**config.mk**
```make
export PLATFORM = sky130hd
export DESIGN_NAME = nfiu_irq_unit
export DESIGN_NICKNAME = d
export VERILOG_FILES = /design/src/rtl/nfiu_pkg.sv /design/src/rtl/nfiu_pin_drv.sv /design/src/rtl/nfiu_irq_unit.sv
export SDC_FILE = /design/constraint.sdc
export NUM_CORES = 1
export LEC_CHECK = 0
export BUFFER_PORTS_ARGS = -buffer_cell sky130_fd_sc_hd__buf_2
export CAP_MARGIN = 20
export CORE_AREA = 2 2 71 73
export CTS_BUF_LIST = sky130_fd_sc_hd__clkbuf_4 sky130_fd_sc_hd__clkbuf_8
export CTS_CLUSTER_SIZE = 14
export DETAILED_ROUTE_END_ITERATION = 7
export DIE_AREA = 0 0 73 75
export PLACE_DENSITY = 0.75
export SKIP_CTS_REPAIR_TIMING = 1
export SLEW_MARGIN = 20
export SYNTH_ARGS = -nofsm -noshare
export SYNTH_HDL_FRONTEND = slang
export SYNTH_SLANG_ARGS = --single-unit
```
**constraint.sdc**
```tcl
create_clock -name sys_clk_i -period 1.6 [get_ports sys_clk_i]
set_input_delay 0.48 -clock sys_clk_i [delete_from_list [all_inputs] [get_ports sys_clk_i]]
set_output_delay 0.48 -clock sys_clk_i [all_outputs]
set_load 0.02 [all_outputs]
```
**src/rtl/nfiu_pkg.sv**
```systemverilog
// package of the frontend interrupt unit: register map, bit positions, state types
// assumes a single system clock and a byte-wide internal register port
package nfiu_pkg;

	// ------------------------------------------------------------
	// register offsets
	// ------------------------------------------------------------
	localparam logic [7:0] NFIU_ADDR_REQ0 = 8'h06;
	localparam logic [7:0] NFIU_ADDR_REQ1 = 8'h07;
	localparam logic [7:0] NFIU_ADDR_EN0  = 8'h08;
	localparam logic [7:0] NFIU_ADDR_EN1  = 8'h09;

	// ------------------------------------------------------------
	// field positions
	// ------------------------------------------------------------
	localparam int NFIU_BIT_SET_SEL   = 7;
	localparam int NFIU_BIT_HI_ALERT  = 6;
	localparam int NFIU_BIT_LO_ALERT  = 5;
	localparam int NFIU_BIT_IDLE      = 4;
	localparam int NFIU_BIT_TX_DONE   = 3;
	localparam int NFIU_BIT_RX_DONE   = 2;
	localparam int NFIU_BIT_ERR_SUM   = 1;
	localparam int NFIU_BIT_SOF       = 0;
	localparam int NFIU_BIT_GLOBAL    = 6;
	localparam int NFIU_BIT_CARD      = 5;
	localparam int NFIU_BIT_PIN_INV   = 7;
	localparam int NFIU_BIT_PUSH_PULL = 7;
	localparam int NFIU_BIT_PIN_EN    = 6;
	localparam int NFIU_NUM_TIMERS    = 5;
	localparam int NFIU_NUM_ERRORS    = 5;

	// ------------------------------------------------------------
	// reset values
	// ------------------------------------------------------------
	localparam logic [7:0] NFIU_RST_REQ0 = 8'h00;
	localparam logic [5:0] NFIU_RST_REQ1 = 6'h00;
	localparam logic [7:0] NFIU_RST_EN0  = 8'h00;
	localparam logic [7:0] NFIU_RST_EN1  = 8'h00;
	localparam logic [7:0] NFIU_RST_RD   = 8'h00;

	// register port request
	typedef struct packed {
		logic       wr;
		logic       rd;
		logic [7:0] addr;
		logic [7:0] wdata;
	} nfiu_reg_req_s;

	// event sources of the frontend
	typedef struct packed {
		logic       cmd_self_end;
		logic       cmd_unknown;
		logic       host_idle_start;
		logic       tx_last_bit;
		logic       rx_end;
		logic [4:0] errors;
		logic       sof_det;
		logic       subcarrier_det;
		logic       fifo_hi_alert;
		logic       fifo_lo_alert;
		logic       card_detect;
		logic [4:0] timer_underflow;
	} nfiu_events_s;

	// main state
	typedef struct packed {
		logic [6:0] req0;
		logic [5:0] req1;
		logic [7:0] en0;
		logic [7:0] en1;
		logic [4:0] err_prev;
		logic [7:0] rdata;
	} nfiu_state_s;

	// pin driver state
	typedef struct packed {
		logic pin;
		logic oe_n;
	} nfiu_pin_s;

endpackage

```
**src/rtl/nfiu_pin_drv.sv**
```systemverilog
// interrupt pin driver: polarity, gating and push-pull or open-drain drive
// assumes its control inputs come from registers on the same clock
module nfiu_pin_drv (
	input  wire logic sys_clk_i,    // system clock
	input  wire logic rst_i,        // async reset, active high
	input  wire logic global_i,     // global request level
	input  wire logic pin_en_i,     // gate request onto pin
	input  wire logic invert_i,     // invert pin polarity
	input  wire logic push_pull_i,  // 1 push-pull, 0 open-drain
	output logic      irq_pin_o,    // pin output value
	output logic      irq_oe_n_o    // pin output enable, low drives
);
	import nfiu_pkg::*;

	nfiu_pin_s q;
	nfiu_pin_s d;
	logic      level;

	always_comb begin
		// inactive level follows polarity when gated off
		level = (global_i & pin_en_i) ^ invert_i;
		d.pin = level;
		// open-drain only pulls low, releases for high
		d.oe_n = push_pull_i ? 1'b0 : level;
		if (!push_pull_i) begin
			d.pin = 1'b0;
		end
	end

	always_ff @(posedge sys_clk_i or posedge rst_i) begin
		if (rst_i) begin
			q <= '0;
		end else begin
			q <= d;
		end
	end

	assign irq_pin_o  = q.pin;
	assign irq_oe_n_o = q.oe_n;

	AST_OPEN_DRAIN_LOW: assert property (@(posedge sys_clk_i) disable iff (rst_i)
		!push_pull_i |=> irq_pin_o == 1'b0)
		else $error("open-drain pin driven high");

endmodule

```
**src/rtl/nfiu_irq_unit.sv**
```systemverilog
// interrupt request and enable logic of the contactless frontend
// assumes event inputs come from logic on sys_clk_i and register port is synchronous
module nfiu_irq_unit (
	input  wire logic                    sys_clk_i,   // system clock, 200 MHz
	input  wire logic                    rst_i,       // async reset, active high
	input  wire nfiu_pkg::nfiu_reg_req_s reg_req_i,   // register write/read request
	output logic [7:0]                   reg_rdata_o, // read data, one cycle after rd
	input  wire nfiu_pkg::nfiu_events_s  events_i,    // frontend event sources
	output logic                         global_o,    // global request level
	output logic                         irq_pin_o,   // interrupt pin value
	output logic                         irq_oe_n_o   // interrupt pin enable, low drives
);
	import nfiu_pkg::*;

	// ------------------------------------------------------------
	// write-one set/clear helper
	// ------------------------------------------------------------
	function automatic logic [6:0] apply_w1(input logic [6:0] cur, input logic [7:0] wdata,
	                                        input logic hit);
		logic [6:0] res;
		res = cur;
		if (hit) begin
			if (wdata[NFIU_BIT_SET_SEL]) begin
				res = cur | wdata[6:0];
			end else begin
				res = cur & ~wdata[6:0];
			end
		end
		return res;
	endfunction

	// write strobe decode, shared by every writable register
	function automatic logic wr_hit(input nfiu_reg_req_s req, input logic [7:0] addr);
		return req.wr && (req.addr == addr);
	endfunction

	nfiu_state_s q;
	nfiu_state_s d;
	logic [6:0]  hw0;
	logic [5:0]  hw1;
	logic [6:0]  req1_ext;
	logic        wr0;
	logic        wr1;
	logic        global_req;

	// ------------------------------------------------------------
	// global request
	// ------------------------------------------------------------
	assign global_req = (|(q.req0 & q.en0[6:0])) |
	                    (|(q.req1 & q.en1[5:0]));

	// ------------------------------------------------------------
	// next state
	// ------------------------------------------------------------
	always_comb begin
		d = q;
		wr0 = wr_hit(reg_req_i, NFIU_ADDR_REQ0);
		wr1 = wr_hit(reg_req_i, NFIU_ADDR_REQ1);

		hw0 = '0;
		// host_idle_start deliberately sets nothing
		hw0[NFIU_BIT_IDLE]     = events_i.cmd_self_end | events_i.cmd_unknown;
		hw0[NFIU_BIT_TX_DONE]  = events_i.tx_last_bit;
		hw0[NFIU_BIT_RX_DONE]  = events_i.rx_end;
		hw0[NFIU_BIT_ERR_SUM]  = |(events_i.errors & ~q.err_prev);
		hw0[NFIU_BIT_SOF]      = events_i.sof_det | events_i.subcarrier_det;
		hw0[NFIU_BIT_HI_ALERT] = events_i.fifo_hi_alert;
		hw0[NFIU_BIT_LO_ALERT] = events_i.fifo_lo_alert;

		hw1 = '0;
		hw1[NFIU_BIT_CARD]             = events_i.card_detect;
		hw1[NFIU_NUM_TIMERS-1:0]       = events_i.timer_underflow;

		// hardware set applied after host write so it wins
		d.req0 = apply_w1(q.req0, reg_req_i.wdata, wr0) | hw0;
		req1_ext = apply_w1({1'b0, q.req1}, {reg_req_i.wdata[7:6] & 2'h2, reg_req_i.wdata[5:0]}, wr1);
		d.req1 = req1_ext[5:0] | hw1;
		d.err_prev = events_i.errors;

		if (wr_hit(reg_req_i, NFIU_ADDR_EN0)) begin
			d.en0 = reg_req_i.wdata;
		end
		if (wr_hit(reg_req_i, NFIU_ADDR_EN1)) begin
			d.en1 = reg_req_i.wdata;
		end

		if (reg_req_i.rd) begin
			unique case (reg_req_i.addr)
				NFIU_ADDR_REQ0: d.rdata = {1'b0, q.req0};
				NFIU_ADDR_REQ1: d.rdata = {1'b0, global_req, q.req1};
				NFIU_ADDR_EN0:  d.rdata = q.en0;
				NFIU_ADDR_EN1:  d.rdata = q.en1;
				default:        d.rdata = NFIU_RST_RD;
			endcase
		end
	end

	always_ff @(posedge sys_clk_i or posedge rst_i) begin
		if (rst_i) begin
			q.req0     <= NFIU_RST_REQ0[6:0];
			q.req1     <= NFIU_RST_REQ1;
			q.en0      <= NFIU_RST_EN0;
			q.en1      <= NFIU_RST_EN1;
			q.err_prev <= '0;
			q.rdata    <= NFIU_RST_RD;
		end else begin
			q <= d;
		end
	end

	assign reg_rdata_o = q.rdata;
	assign global_o    = global_req;

	// ------------------------------------------------------------
	// pin driver
	// ------------------------------------------------------------
	nfiu_pin_drv u_pin (
		.sys_clk_i   (sys_clk_i),
		.rst_i       (rst_i),
		.global_i    (global_req),
		.pin_en_i    (q.en1[NFIU_BIT_PIN_EN]),
		.invert_i    (q.en0[NFIU_BIT_PIN_INV]),
		.push_pull_i (q.en1[NFIU_BIT_PUSH_PULL]),
		.irq_pin_o   (irq_pin_o),
		.irq_oe_n_o  (irq_oe_n_o)
	);

	// ------------------------------------------------------------
	// checks
	// ------------------------------------------------------------
	AST_IDLE_SELF_END: assert property (@(posedge sys_clk_i) disable iff (rst_i)
		events_i.cmd_self_end |=> q.req0[NFIU_BIT_IDLE])
		else $error("idle flag not set on command end");

	AST_IDLE_UNKNOWN: assert property (@(posedge sys_clk_i) disable iff (rst_i)
		events_i.cmd_unknown |=> q.req0[NFIU_BIT_IDLE])
		else $error("idle flag not set on unknown command");

	AST_IDLE_HOST_START: assert property (@(posedge sys_clk_i) disable iff (rst_i)
		(events_i.host_idle_start && !events_i.cmd_self_end && !events_i.cmd_unknown
		 && !q.req0[NFIU_BIT_IDLE] && !wr0) |=> !q.req0[NFIU_BIT_IDLE])
		else $error("host idle start set idle flag");

	AST_REQ0_QUIET: assert property (@(posedge sys_clk_i) disable iff (rst_i)
		(!wr0 && hw0 == 7'h00)
		|=> q.req0 == $past(q.req0))
		else $error("request zero changed without cause");

	AST_TX_DONE: assert property (@(posedge sys_clk_i) disable iff (rst_i)
		events_i.tx_last_bit |=> q.req0[NFIU_BIT_TX_DONE])
		else $error("transmit-done flag missing");

	AST_RX_DONE: assert property (@(posedge sys_clk_i) disable iff (rst_i)
		events_i.rx_end |=> q.req0[NFIU_BIT_RX_DONE])
		else $error("receive-done flag missing");

	AST_ERR_SUMMARY: assert property (@(posedge sys_clk_i) disable iff (rst_i)
		(|(events_i.errors & ~$past(events_i.errors))) |=> q.req0[NFIU_BIT_ERR_SUM])
		else $error("error summary flag missing");

	AST_ERR_QUIET: assert property (@(posedge sys_clk_i) disable iff (rst_i)
		(!(|(events_i.errors & ~q.err_prev)) && !wr0 && !q.req0[NFIU_BIT_ERR_SUM])
		|=> !q.req0[NFIU_BIT_ERR_SUM])
		else $error("error summary set without new error");

	AST_SOF: assert property (@(posedge sys_clk_i) disable iff (rst_i)
		(events_i.sof_det || events_i.subcarrier_det) |=> q.req0[NFIU_BIT_SOF])
		else $error("start-of-frame flag missing");

	AST_REQ1_CLEAR: assert property (@(posedge sys_clk_i) disable iff (rst_i)
		(wr1 && !reg_req_i.wdata[NFIU_BIT_SET_SEL] && reg_req_i.wdata[0]
		 && !events_i.timer_underflow[0]) |=> !q.req1[0])
		else $error("request one clear failed");

	AST_REQ1_SET: assert property (@(posedge sys_clk_i) disable iff (rst_i)
		(wr1 && reg_req_i.wdata[NFIU_BIT_SET_SEL] && reg_req_i.wdata[NFIU_BIT_CARD])
		|=> q.req1[NFIU_BIT_CARD])
		else $error("request one set failed");

	AST_READ_SET_BIT: assert property (@(posedge sys_clk_i) disable iff (rst_i)
		(reg_req_i.rd && (reg_req_i.addr == NFIU_ADDR_REQ0 || reg_req_i.addr == NFIU_ADDR_REQ1))
		|=> !reg_rdata_o[NFIU_BIT_SET_SEL])
		else $error("set select bit read back as one");

	AST_REQ0_SET: assert property (@(posedge sys_clk_i) disable iff (rst_i)
		(wr0 && reg_req_i.wdata == 8'hFF) |=> (q.req0 == 7'h7F))
		else $error("request zero set-all failed");

	AST_REQ0_CLEAR: assert property (@(posedge sys_clk_i) disable iff (rst_i)
		(wr0 && !reg_req_i.wdata[NFIU_BIT_SET_SEL] && reg_req_i.wdata[NFIU_BIT_TX_DONE]
		 && !events_i.tx_last_bit) |=> !q.req0[NFIU_BIT_TX_DONE])
		else $error("request zero clear failed");

	AST_GLOBAL: assert property (@(posedge sys_clk_i) disable iff (rst_i)
		(q.req1[NFIU_BIT_CARD] && q.en1[NFIU_BIT_CARD]) |-> global_o)
		else $error("global request not raised");

	AST_GLOBAL_REQ0: assert property (@(posedge sys_clk_i) disable iff (rst_i)
		(|(q.req0 & q.en0[6:0])) |-> global_o)
		else $error("enabled request zero flag not global");

	AST_GLOBAL_TIMER: assert property (@(posedge sys_clk_i) disable iff (rst_i)
		(|(q.req1[4:0] & q.en1[4:0])) |-> global_o)
		else $error("enabled timer flag not global");

	AST_GLOBAL_QUIET: assert property (@(posedge sys_clk_i) disable iff (rst_i)
		((q.req0 & q.en0[6:0]) == 7'h00 && (q.req1 & q.en1[5:0]) == 6'h00) |-> !global_o)
		else $error("global request without enabled flag");

	AST_READ_GLOBAL: assert property (@(posedge sys_clk_i) disable iff (rst_i)
		(reg_req_i.rd && reg_req_i.addr == NFIU_ADDR_REQ1)
		|=> reg_rdata_o[NFIU_BIT_GLOBAL] == $past(global_o))
		else $error("global bit read back wrong");

	AST_CARD: assert property (@(posedge sys_clk_i) disable iff (rst_i)
		events_i.card_detect |=> q.req1[NFIU_BIT_CARD])
		else $error("card-detect flag missing");

	AST_TIMER: assert property (@(posedge sys_clk_i) disable iff (rst_i)
		events_i.timer_underflow[4] |=> q.req1[4])
		else $error("timer flag missing");

	AST_TIMER_ALL: assert property (@(posedge sys_clk_i) disable iff (rst_i)
		(events_i.timer_underflow != 5'h00)
		|=> ((q.req1[4:0] & $past(events_i.timer_underflow)) == $past(events_i.timer_underflow)))
		else $error("timer flag of some timer missing");

	AST_REQ1_QUIET: assert property (@(posedge sys_clk_i) disable iff (rst_i)
		(!wr1 && hw1 == 6'h00)
		|=> q.req1 == $past(q.req1))
		else $error("request one changed without cause");

	AST_EN0_WRITE: assert property (@(posedge sys_clk_i) disable iff (rst_i)
		(reg_req_i.wr && reg_req_i.addr == NFIU_ADDR_EN0) |=> q.en0 == $past(reg_req_i.wdata))
		else $error("enable zero write lost");

	AST_EN1_WRITE: assert property (@(posedge sys_clk_i) disable iff (rst_i)
		(reg_req_i.wr && reg_req_i.addr == NFIU_ADDR_EN1) |=> q.en1 == $past(reg_req_i.wdata))
		else $error("enable one write lost");

	AST_READ_EN0: assert property (@(posedge sys_clk_i) disable iff (rst_i)
		(reg_req_i.rd && reg_req_i.addr == NFIU_ADDR_EN0) |=> reg_rdata_o == $past(q.en0))
		else $error("enable zero read back wrong");

	AST_ALERT_HOLD: assert property (@(posedge sys_clk_i) disable iff (rst_i)
		(q.req0[NFIU_BIT_HI_ALERT] && !wr0) |=> q.req0[NFIU_BIT_HI_ALERT])
		else $error("fifo alert flag dropped");

	AST_LO_ALERT_HOLD: assert property (@(posedge sys_clk_i) disable iff (rst_i)
		(q.req0[NFIU_BIT_LO_ALERT] && !wr0) |=> q.req0[NFIU_BIT_LO_ALERT])
		else $error("fifo low alert flag dropped");

	AST_HI_ALERT_SET: assert property (@(posedge sys_clk_i) disable iff (rst_i)
		events_i.fifo_hi_alert |=> q.req0[NFIU_BIT_HI_ALERT])
		else $error("fifo high alert not latched");

	AST_LO_ALERT_SET: assert property (@(posedge sys_clk_i) disable iff (rst_i)
		events_i.fifo_lo_alert |=> q.req0[NFIU_BIT_LO_ALERT])
		else $error("fifo low alert not latched");

	AST_SET_WINS: assert property (@(posedge sys_clk_i) disable iff (rst_i)
		(wr0 && !reg_req_i.wdata[NFIU_BIT_SET_SEL] && events_i.rx_end) |=> q.req0[NFIU_BIT_RX_DONE])
		else $error("hardware set lost to clear");

	AST_PIN_GATED: assert property (@(posedge sys_clk_i) disable iff (rst_i)
		(!q.en1[NFIU_BIT_PIN_EN] && q.en1[NFIU_BIT_PUSH_PULL])
		|=> irq_pin_o == $past(q.en0[NFIU_BIT_PIN_INV]))
		else $error("gated pin not at inactive level");

	AST_PIN_OD_GATED: assert property (@(posedge sys_clk_i) disable iff (rst_i)
		(!q.en1[NFIU_BIT_PIN_EN] && !q.en1[NFIU_BIT_PUSH_PULL])
		|=> irq_oe_n_o == $past(q.en0[NFIU_BIT_PIN_INV]) && !irq_pin_o)
		else $error("gated open-drain pin not at inactive level");

	AST_PIN_PP_DRIVE: assert property (@(posedge sys_clk_i) disable iff (rst_i)
		q.en1[NFIU_BIT_PUSH_PULL] |=> !irq_oe_n_o)
		else $error("push-pull pin not driven");

	AST_PIN_ACTIVE: assert property (@(posedge sys_clk_i) disable iff (rst_i)
		(global_o && q.en1[NFIU_BIT_PIN_EN] && q.en1[NFIU_BIT_PUSH_PULL] && !q.en0[NFIU_BIT_PIN_INV])
		|=> irq_pin_o && !irq_oe_n_o)
		else $error("pin not active on enabled request");

	AST_PIN_INVERTED: assert property (@(posedge sys_clk_i) disable iff (rst_i)
		(global_o && q.en1[NFIU_BIT_PIN_EN] && q.en1[NFIU_BIT_PUSH_PULL] && q.en0[NFIU_BIT_PIN_INV])
		|=> !irq_pin_o && !irq_oe_n_o)
		else $error("inverted pin not low on request");

	AST_PIN_OD_ACTIVE: assert property (@(posedge sys_clk_i) disable iff (rst_i)
		(global_o && q.en1[NFIU_BIT_PIN_EN] && !q.en1[NFIU_BIT_PUSH_PULL] && !q.en0[NFIU_BIT_PIN_INV])
		|=> irq_oe_n_o && !irq_pin_o)
		else $error("open-drain pin not released on request");

endmodule

```
==> impl_metrics.toml, run 1 <==
[yosys]
synthCells = 214
synth_area_per_cell_um2 = 10.5
synthFlopType = "dfrtp_1"
yosys.area.top_type_share_pct = 48.9
syn_nets = 254
yosys_warnings = 0
synth_area_um2 = 2250
synth_seq_cells = 44
synth_area_leaders = "dfrtp_1 (49%), mux2_2 (8.5%), a22oi_1 (3.7%)"
synth_edf_count = 0
synth.distinct_cells = 41
synthArstFlopShare_pct = 100
ys_seq_area_share_pct = 48.9
yosysTopAreaCell = "dfrtp_1"

[die]
die_h_um = 75
die_area_um2 = 5480
initial_core_util_pct = 48.3
fp-row-count = 25
coreArea_um2 = 4660
die_width_um = 73
pin_count = 51

[global_routing]
grt_usage_pct = 22.7
grt_start_max_net_pins = 45
grt_antenna_before_repair = 0
globalRouteOverflowTotal = 0
grt_pass1_vias = 1870
grt_pass1_wl_um = 9200

[setup_path]
path_delay_family = "simple AND/OR/NAND/NOR gates"
critPathBufInv = 1
cp_cell_sequence = "a222oi_1 > nand3_1 > or3_4 > buf_6"
r2r-end = "u_pin.irq_pin_o$_DFF_PP0_"
critPathCaptureType = "output pin"
r2r_cells = 5
startpoint_type = "register"
slowest_delay_ps = 380
timing.rr.start = "q[37]$_DFF_PP0_"
path_max_fanout = 2
r2r_slack_ps = 60
crit_path_top_delay_cell = "dfrtp_1"
worst_ep_required_time_ps = 1120
cp.arrival_ps = 1650
crit_type = "register to output pin"

[timing]
setup_ws_ps = -527
period_needed_ps = 2130
finalSetupViolations = 1
slew_violations = 0
fin_crit_sh_pct = 133
setup_tns_ps = -527
skew_ps = 4.90
grt_setup_unrepaired = "yes"
hold_viol_final = 0
fmax_mhz = 470
worstMarginPinSlew_ps = 371
maxSlewHeadroom_pct = 75.1

[final_layout]
layout.nets = 336
layout_common_cells = "buf_2 (48), buf_4 (45), dfrtp_1 (44)"
drive_gt1_share_pct = 42.2
syn_to_final_growth_pct = 30.6
insertedDiodeCount = 0
instances_no_fill = 350
utilization_pct = 63.0
final_common_cell = "buf_2"

[min_path]
hold_path_class = "primary input to async pin"

[cts]
cts_tree = "built"
clk_path_buf_depth = 2
cts_sinks = 44
cts_root_buf = "clkbuf_8"
htree_levels = 2
clk_latency_ps = 300
clkTransAtPathRegs_ps = 80
cts_inserted_buffers = 5

[drt]
vias = 1987
post_drt_via_cell_ratio = 5.68
remaining_drc_errors = 0
drtAntennaViolNets = 0
drt-pass1-iter-count = 4
avgRoutedWirePerCell_um = 16.6
routed_wl_um = 5800
drt_iter0_drc = 124

[placement]
dp.cells = 343
routabilityCongestion = 0.872
port_buffers = 49
dp_hpwl_um = 4450
dp_slack_ps = -271

[run_status]
violations = "negative setup slack"
status = "finished, violations left"

[run]
cap_violations = 0

[power]
leakage_nw = 1.41
ir_worst_vdd_mv = 0.407
p_per_area_nw_per_um2 = 755
-- power breakdown --
group,leakage [nW],internal [mW],switching (mW)
logic,0.835,0.187,0.191
registers,0.532,1.14,0.0188
clock network,0.0445,0.314,0.367
-- flip-flops by register name, indices dropped and copies added, names as in the netlist --
| name | flops |
|---|---|
| q | 34 |
| reg_rdata_o | 8 |
| u_pin.irq_oe_n_o | 1 |
| u_pin.irq_pin_o | 1 |
-- synth_stat cells (2+ instances only) --
master,number
nand2_1,18
clkbuf_1,5
a221o_1,6
o21ai_0,2
a211o_1,6
mux2_2,17
o211ai_1,3
a21boi_0,5
nor3_1,2
nand4_1,13
a22oi_1,11
and3_1,2
o22ai_1,2
and3b_1,2
dfrtp_1,44
buf_4,10
a31oi_1,3
nor2_1,13
nand2b_1,6
or3_1,3
inv_1,7
a211oi_1,3
a21oi_1,2
buf_2,5
nor2b_1,2
nand3_1,7
-- kinds of logic (layout without fill, tap and decap cells) --
logic type | Yosys count | in the layout | synth area share, %
and+or+nand+nor | 74 | 74 | 18.1
muxes | 17 | 17 | 8.51
AOI/OAI and AO/OA | 51 | 51 | 17.9
DFF | 44 | 44 | 48.9
buffers and inverters | 28 | 110 | 6.62
-- area by class of cell --
cell class / count / area, µm²
clock buffer: 6 / 76.3
clock inverter: 1 / 5.00
fill: 376 / 1720
inverter: 8 / 30.0
multi-input combinational: 142 / 1050
sequential: 44 / 1100
tap: 54 / 67.6
timing repair buffer: 95 / 609
-- tightest hold or removal path: cells and delay by family --
family | cells | cell delay, ps
buffers and inverters | 3 | 410
-- worst max-delay path by stage --
stage,startpoint,end,slack [ps],cells past startpoint
2_1_floorplan,q[23]$_DFFE_PP0P_,global_o,-180,3
3_3_place_gp,q[23]$_DFFE_PP0P_,global_o,-250,4
3_5_place_dp,q[23]$_DFFE_PP0P_,global_o,-270,4
4_1_cts,q[23]$_DFFE_PP0P_,global_o,-600,4
5_1_grt,q[37]$_DFF_PP0_,global_o,-550,4
6_report,q[37]$_DFF_PP0_,global_o,-530,4
-- through the flow --
step           cell area, µm²  power [mW]  hold WS, ps
6_report                 2940        2.22          223
5_1_grt                  2940        2.32          236
4_1_cts                  2930        2.21          237
3_5_place_dp             2850        1.55          512
3_3_place_gp             2850        1.54          505
2_1_floorplan            2310        1.36          483
-- per-layer routing --
layer,up-vias,share of wire (%),GRT usage (%)
li1,952,-,-
met2,65,50,38.2
met3,9,6.1,4.95
met4,0,1.7,6.58
met5,-,0,0
met1,961,42,29.6
(Power assumes the default switching activity.)
==> run 2: changes to the inputs <==
CORE_AREA = 2 2 65 67   (was 2 2 71 73)
DIE_AREA = 0 0 67 69   (was 0 0 73 75)
PLACE_DENSITY = 0.84   (was 0.75)
TNS_END_PERCENT = 5   (was not set)
clock period = 2.5 ns   (was 1.6 ns; I/O delays follow)
==> run 2 against run 1 <==
  * The run still ends with negative setup slack left
  * Total power fell by 32%
  * Global-route usage increased by 2.1 points
  * Clock power down 19%
  * Clock skew decreased by 0.64 ps
  * Flip-flop and latch count unchanged
  * Sequential share of layout area grew 4.0 points
  * Cell area is 9.5% lower
  * Core utilization up 4.9 points
  * Critical path type unchanged
  * Largest cell class unchanged
  * Highest routed layer unchanged
==> impl_metrics.toml, run 2 (synthesis results as in run 1) <==
[timing]
hold_viol_final = 0
fmax_mhz = 392
setup_tns_ps = -51.7
skew_ps = 4.26
fin_crit_sh_pct = 102
slew_violations = 0
grt_setup_unrepaired = "yes"
maxSlewHeadroom_pct = 63.6
period_needed_ps = 2550
holdWs_ps = 535
worstMarginPinSlew_ps = 546
setup_ws_ps = -51.7
finalSetupViolations = 1

[cts]
cts_sinks = 44
cts_root_buf = "clkbuf_8"
clk_path_buf_depth = 2
clkTransAtPathRegs_ps = 90
clk_latency_ps = 300
cts_tree = "built"
htree_levels = 2
cts_inserted_buffers = 5

[final_layout]
layout.nets = 303
syn_to_final_growth_pct = 18.1
final_common_cell = "buf_2"
fin_area_um2 = 2660
layout_common_cells = "buf_2 (48), dfrtp_1 (44), nand2_1 (18)"
fill_cells = 316
insertedDiodeCount = 0
regMostFlops = "q"
utilization_pct = 67.9
instances_no_fill = 314
largest_register_ffs = 34
drive_gt1_share_pct = 34.1

[setup_path]
r2r-end = "u_pin.irq_oe_n_o$_DFF_PP0_"
critPathCaptureType = "output pin"
cp.arrival_ps = 1800
r2r_cells = 6
worst_ep_required_time_ps = 1750
slowest_delay_ps = 410
path_max_fanout = 2
cp_cell_sequence = "a222oi_1 > nand3_1 > or3_1 > buf_6"
timing.rr.start = "q[23]$_DFFE_PP0P_"
crit_type = "register to output pin"
startpoint_type = "register"
crit_path_top_delay_cell = "or3_1"
r2r_slack_ps = 730

[global_routing]
grt_start_max_net_pins = 45
grt_pass1_vias = 1812
grt_antenna_before_repair = 0
globalRouteOverflowTotal = 0
grt_usage_pct = 24.8
grt_pass1_wl_um = 8780

[placement]
dp.cells = 303
dp_hpwl_um = 3710
dp_slack_ps = 257
port_buffers = 49
place_area_um2 = 2510
routabilityCongestion = 0.869

[drt]
dr_wl_met2_um = 2480
dr.max_layer_used = "met4"
wl_met1_um = 2210
remaining_drc_errors = 0
vias = 1852
drt-pass1-iter-count = 4
routed_wl_um = 5090
drtAntennaViolNets = 0
dr_wl_met3_um = 335
avgRoutedWirePerCell_um = 16.2
drt_iter0_drc = 152
post_drt_via_cell_ratio = 5.90

[power]
comb_power_share_pct = 13.5
p_sw_share_pct = 25.1
clockPowerShare_pct = 36.9
p_int_mw = 1.12
leakage_nw = 1.24
ir_worst_vdd_mv = 0.456
p_total_mw = 1.50
switching_power_uw = 377
p_per_area_nw_per_um2 = 565
p_seq_share_pct = 49.6

[die]
initial_core_util_pct = 57.5
fp-row-count = 23
die_h_um = 69
die_width_um = 67
pin_count = 51
coreArea_um2 = 3910
die_area_um2 = 4620

[run]
cap_violations = 0

[min_path]
min_to = "q[32]$_DFF_PP0_"
hold_path_class = "register to register"
hold_path_depth = 1
min-delay-start = "q[32]$_DFF_PP0_"

[run_status]
status = "finished, violations left"
violations = "negative setup slack"
-- run 2: final cells by class --
class	count	area (µm²)	area share (%)
tap	50	62.6	2.35
multi-input combinational	142	1000	37.6
inverter	8	30.0	1.13
clock inverter	3	46.3	1.74
timing repair buffer	62	349	13.1
clock buffer	5	68.8	2.59
sequential	44	1100	41.4
-- run 2: metal layers --
layer  GRT usage [%]  vias to the layer above
met5               0                        -
met3            5.06                        7
li1                -                      888
met1            35.0                      881
met2            38.8                       76
met4            6.35                        0
-- run 2: worst max-delay path, delay by kind of cell, from the launching register on --
kind | cells | cell delay, ps
and+or+nand+nor | 2 | 590
DFF | 1 | 390
AOI/OAI and AO/OA | 1 | 370
buffers and inverters | 1 | 150
-- run 2: power by group through the flow --
stage | registers [mW] | clock network, mW | logic [mW]
after global routing | 0.748 | 0.596 | 0.225
after CTS | 0.744 | 0.562 | 0.187
after detailed placement | 0.758 | 0 | 0.187
after global placement | 0.757 | 0 | 0.182
final | 0.745 | 0.554 | 0.202
after floorplan | 0.756 | 0 | 0.104
-- run 2: how the worst max path moves through the flow --
stage / start / endpoint / slack (ps) / depth (start not counted)
4_1_cts: q[37]$_DFF_PP0_ / global_o / -70 / 4
6_report: q[23]$_DFFE_PP0P_ / global_o / -50 / 4
3_5_place_dp: reg_req_i[13] / q[15]$_DFFE_PP0P_ / 260 / 4
5_1_grt: q[23]$_DFFE_PP0P_ / global_o / -110 / 4
3_3_place_gp: q[37]$_DFF_PP0_ / global_o / 280 / 4
2_1_floorplan: q[37]$_DFF_PP0_ / global_o / 390 / 3
==> run 3: changes to the inputs <==
CORE_AREA = 2 2 67 69   (was 2 2 65 67)
DIE_AREA = 0 0 69 71   (was 0 0 67 69)
PLACE_DENSITY = 0.8   (was 0.84)
==> run 3 against run 2 <==
  * The flow still finishes with violations (negative setup slack)
  * Hold slack worse by 16 ps
  * First-iteration DRC count shrank 16%
  * Register-to-register slack about the same
  * Clock-buffer cell count increased by 2
  * Total power is 5.1% lower
==> impl_metrics.toml, run 3 (synthesis results as in run 1) <==
[run_status]
status = "finished, violations left"
violations = "negative setup slack"

[global_routing]
grt.met1_usage_pct = 26.6
grt_antenna_before_repair = 0
busiest_layer = "met2"
globalRouteOverflowTotal = 0
grtUsageMet2_pct = 34.8
grt_pass1_wl_um = 8020
grt_usage_pct = 21.0
use_met3_pct = 5.70
grt_start_max_net_pins = 45
grt_pass1_vias = 1683

[power]
clockPowerShare_pct = 33.3
leakage_nw = 1.23
p_int_mw = 1.07
p_sw_share_pct = 24.6
p_per_area_nw_per_um2 = 540
ir_worst_vdd_mv = 0.398
comb_power_share_pct = 14.4
switching_power_uw = 350
p_seq_share_pct = 52.3

[timing]
hold_viol_final = 0
maxSlewHeadroom_pct = 63.3
fmax_mhz = 392
grt_setup_unrepaired = "yes"
slew_violations = 0
setup_tns_ps = -54.2
finalSetupViolations = 1
setup_ws_ps = -54.2
period_needed_ps = 2550
skew_ps = 2.87
fin_crit_sh_pct = 102
worstMarginPinSlew_ps = 550

[drt]
drtAntennaViolNets = 0
routed_wl_um = 4960
drt-pass1-iter-count = 4
avgRoutedWirePerCell_um = 15.8
vias = 1832
post_drt_via_cell_ratio = 5.83
remaining_drc_errors = 0
drt_iter0_drc = 127

[cts]
cts_sinks = 44
cts_inserted_buffers = 5
cts_tree = "built"
clk_path_buf_depth = 2
clk_latency_ps = 290
cts_root_buf = "clkbuf_8"
htree_levels = 2
clkTransAtPathRegs_ps = 80

[setup_path]
critPathCaptureType = "output pin"
crit_type = "register to output pin"
crit_path_top_delay_cell = "or3_4"
critPathBufInv = 1
slowest_delay_ps = 410
startpoint_type = "register"
cp.arrival_ps = 1800
path_delay_family = "simple AND/OR/NAND/NOR gates"
worst_ep_required_time_ps = 1750
path_max_fanout = 3
cp_cell_sequence = "a222oi_1 > nand3_1 > or3_4 > buf_6"

[placement]
dp_hpwl_um = 3670
routabilityCongestion = 0.849
dp.cells = 306
port_buffers = 49

[die]
coreArea_um2 = 4200
die_width_um = 69
initial_core_util_pct = 53.5
die_area_um2 = 4900
pin_count = 51
fp-row-count = 24
die_h_um = 71

[final_layout]
instances_no_fill = 314
final_common_cell = "buf_2"
insertedDiodeCount = 0
fill_cells = 357
drive_gt1_share_pct = 34.0
syn_to_final_growth_pct = 17.3
regMostFlops = "q"
layout_common_cells = "buf_2 (48), dfrtp_1 (44), nand2_1 (18)"
layout.nets = 302
largest_register_ffs = 34

[min_path]
hold_path_class = "register to register"

[run]
cap_violations = 0
[run 3: changes by cell type in the layout (fill, tap and decap cells not counted), sizes merged]
cell | before | now
inv | 8 | 7
clkbuf | 5 | 7
bufinv | 1 | 0
buf | 62 | 61
clkinvlp | 1 | 0
[run 3: worst paths after layout]
path	from	to	slack, ps	cells after the start
setup / recovery	q[23]$_DFFE_PP0P_	global_o	-50	4
hold / removal	reg_rdata_o[7]$_DFFE_PP0P_	reg_rdata_o[7]$_DFFE_PP0P_	520	2
setup reg to reg	q[23]$_DFFE_PP0P_	u_pin.irq_pin_o$_DFF_PP0_	720	6
hold reg to reg	reg_rdata_o[7]$_DFFE_PP0P_	reg_rdata_o[7]$_DFFE_PP0P_	520	2
max in group asynchronous	rst_i	q[31]$_DFF_PP0_	1540	3
min in group asynchronous	rst_i	q[19]$_DFFE_PP0P_	580	3
[run 3: worst min-delay path: cells and delay by family, from the launching register on]
kind,cells,cell delay (ps)
AOI/OAI and AO/OA,1,60
buffers and inverters,1,50
DFF,1,370
[run 3: final cells by class]
cell class | count | area [µm²] | share of cell area, %
sequential | 44 | 1100 | 41.7
multi-input combinational | 142 | 1000 | 38.1
timing repair buffer | 61 | 342 | 12.9
clock buffer | 7 | 96.3 | 3.65
tap | 52 | 65.1 | 2.47
inverter | 8 | 30.0 | 1.14
[run 3: per-stage QoR]
step	worst slack, ps	area [µm²]	utilization (%)	hold WS [ps]	power, mW
detailed placement	230	2520	60.0	517	0.945
floorplan	391	2250	-	483	0.860
CTS	-68.9	2620	62.3	528	1.41
finish	-54.2	2640	62.8	519	1.42
global route	-132	2640	62.8	552	1.48
global placement	257	2520	60.0	506	0.940
[run 3: power by group through the flow]
stage               Sequential [mW]  Combinational (mW)  Clock (mW)
floorplan                     0.756               0.104           0
detailed placement            0.758               0.186           0
finish                        0.745               0.205       0.475
global route                  0.747               0.226       0.504
CTS                           0.744               0.187       0.481
global placement              0.757               0.183           0
[run 3: layer usage]
layer / part of all wire (%) / wire, µm / vias up
met3: 5.5 / 275 / 7
met5: 0 / 0 / -
met2: 50 / 2480 / 53
li1: - / - / 893
met4: 1.8 / 91 / 0
met1: 43 / 2110 / 879
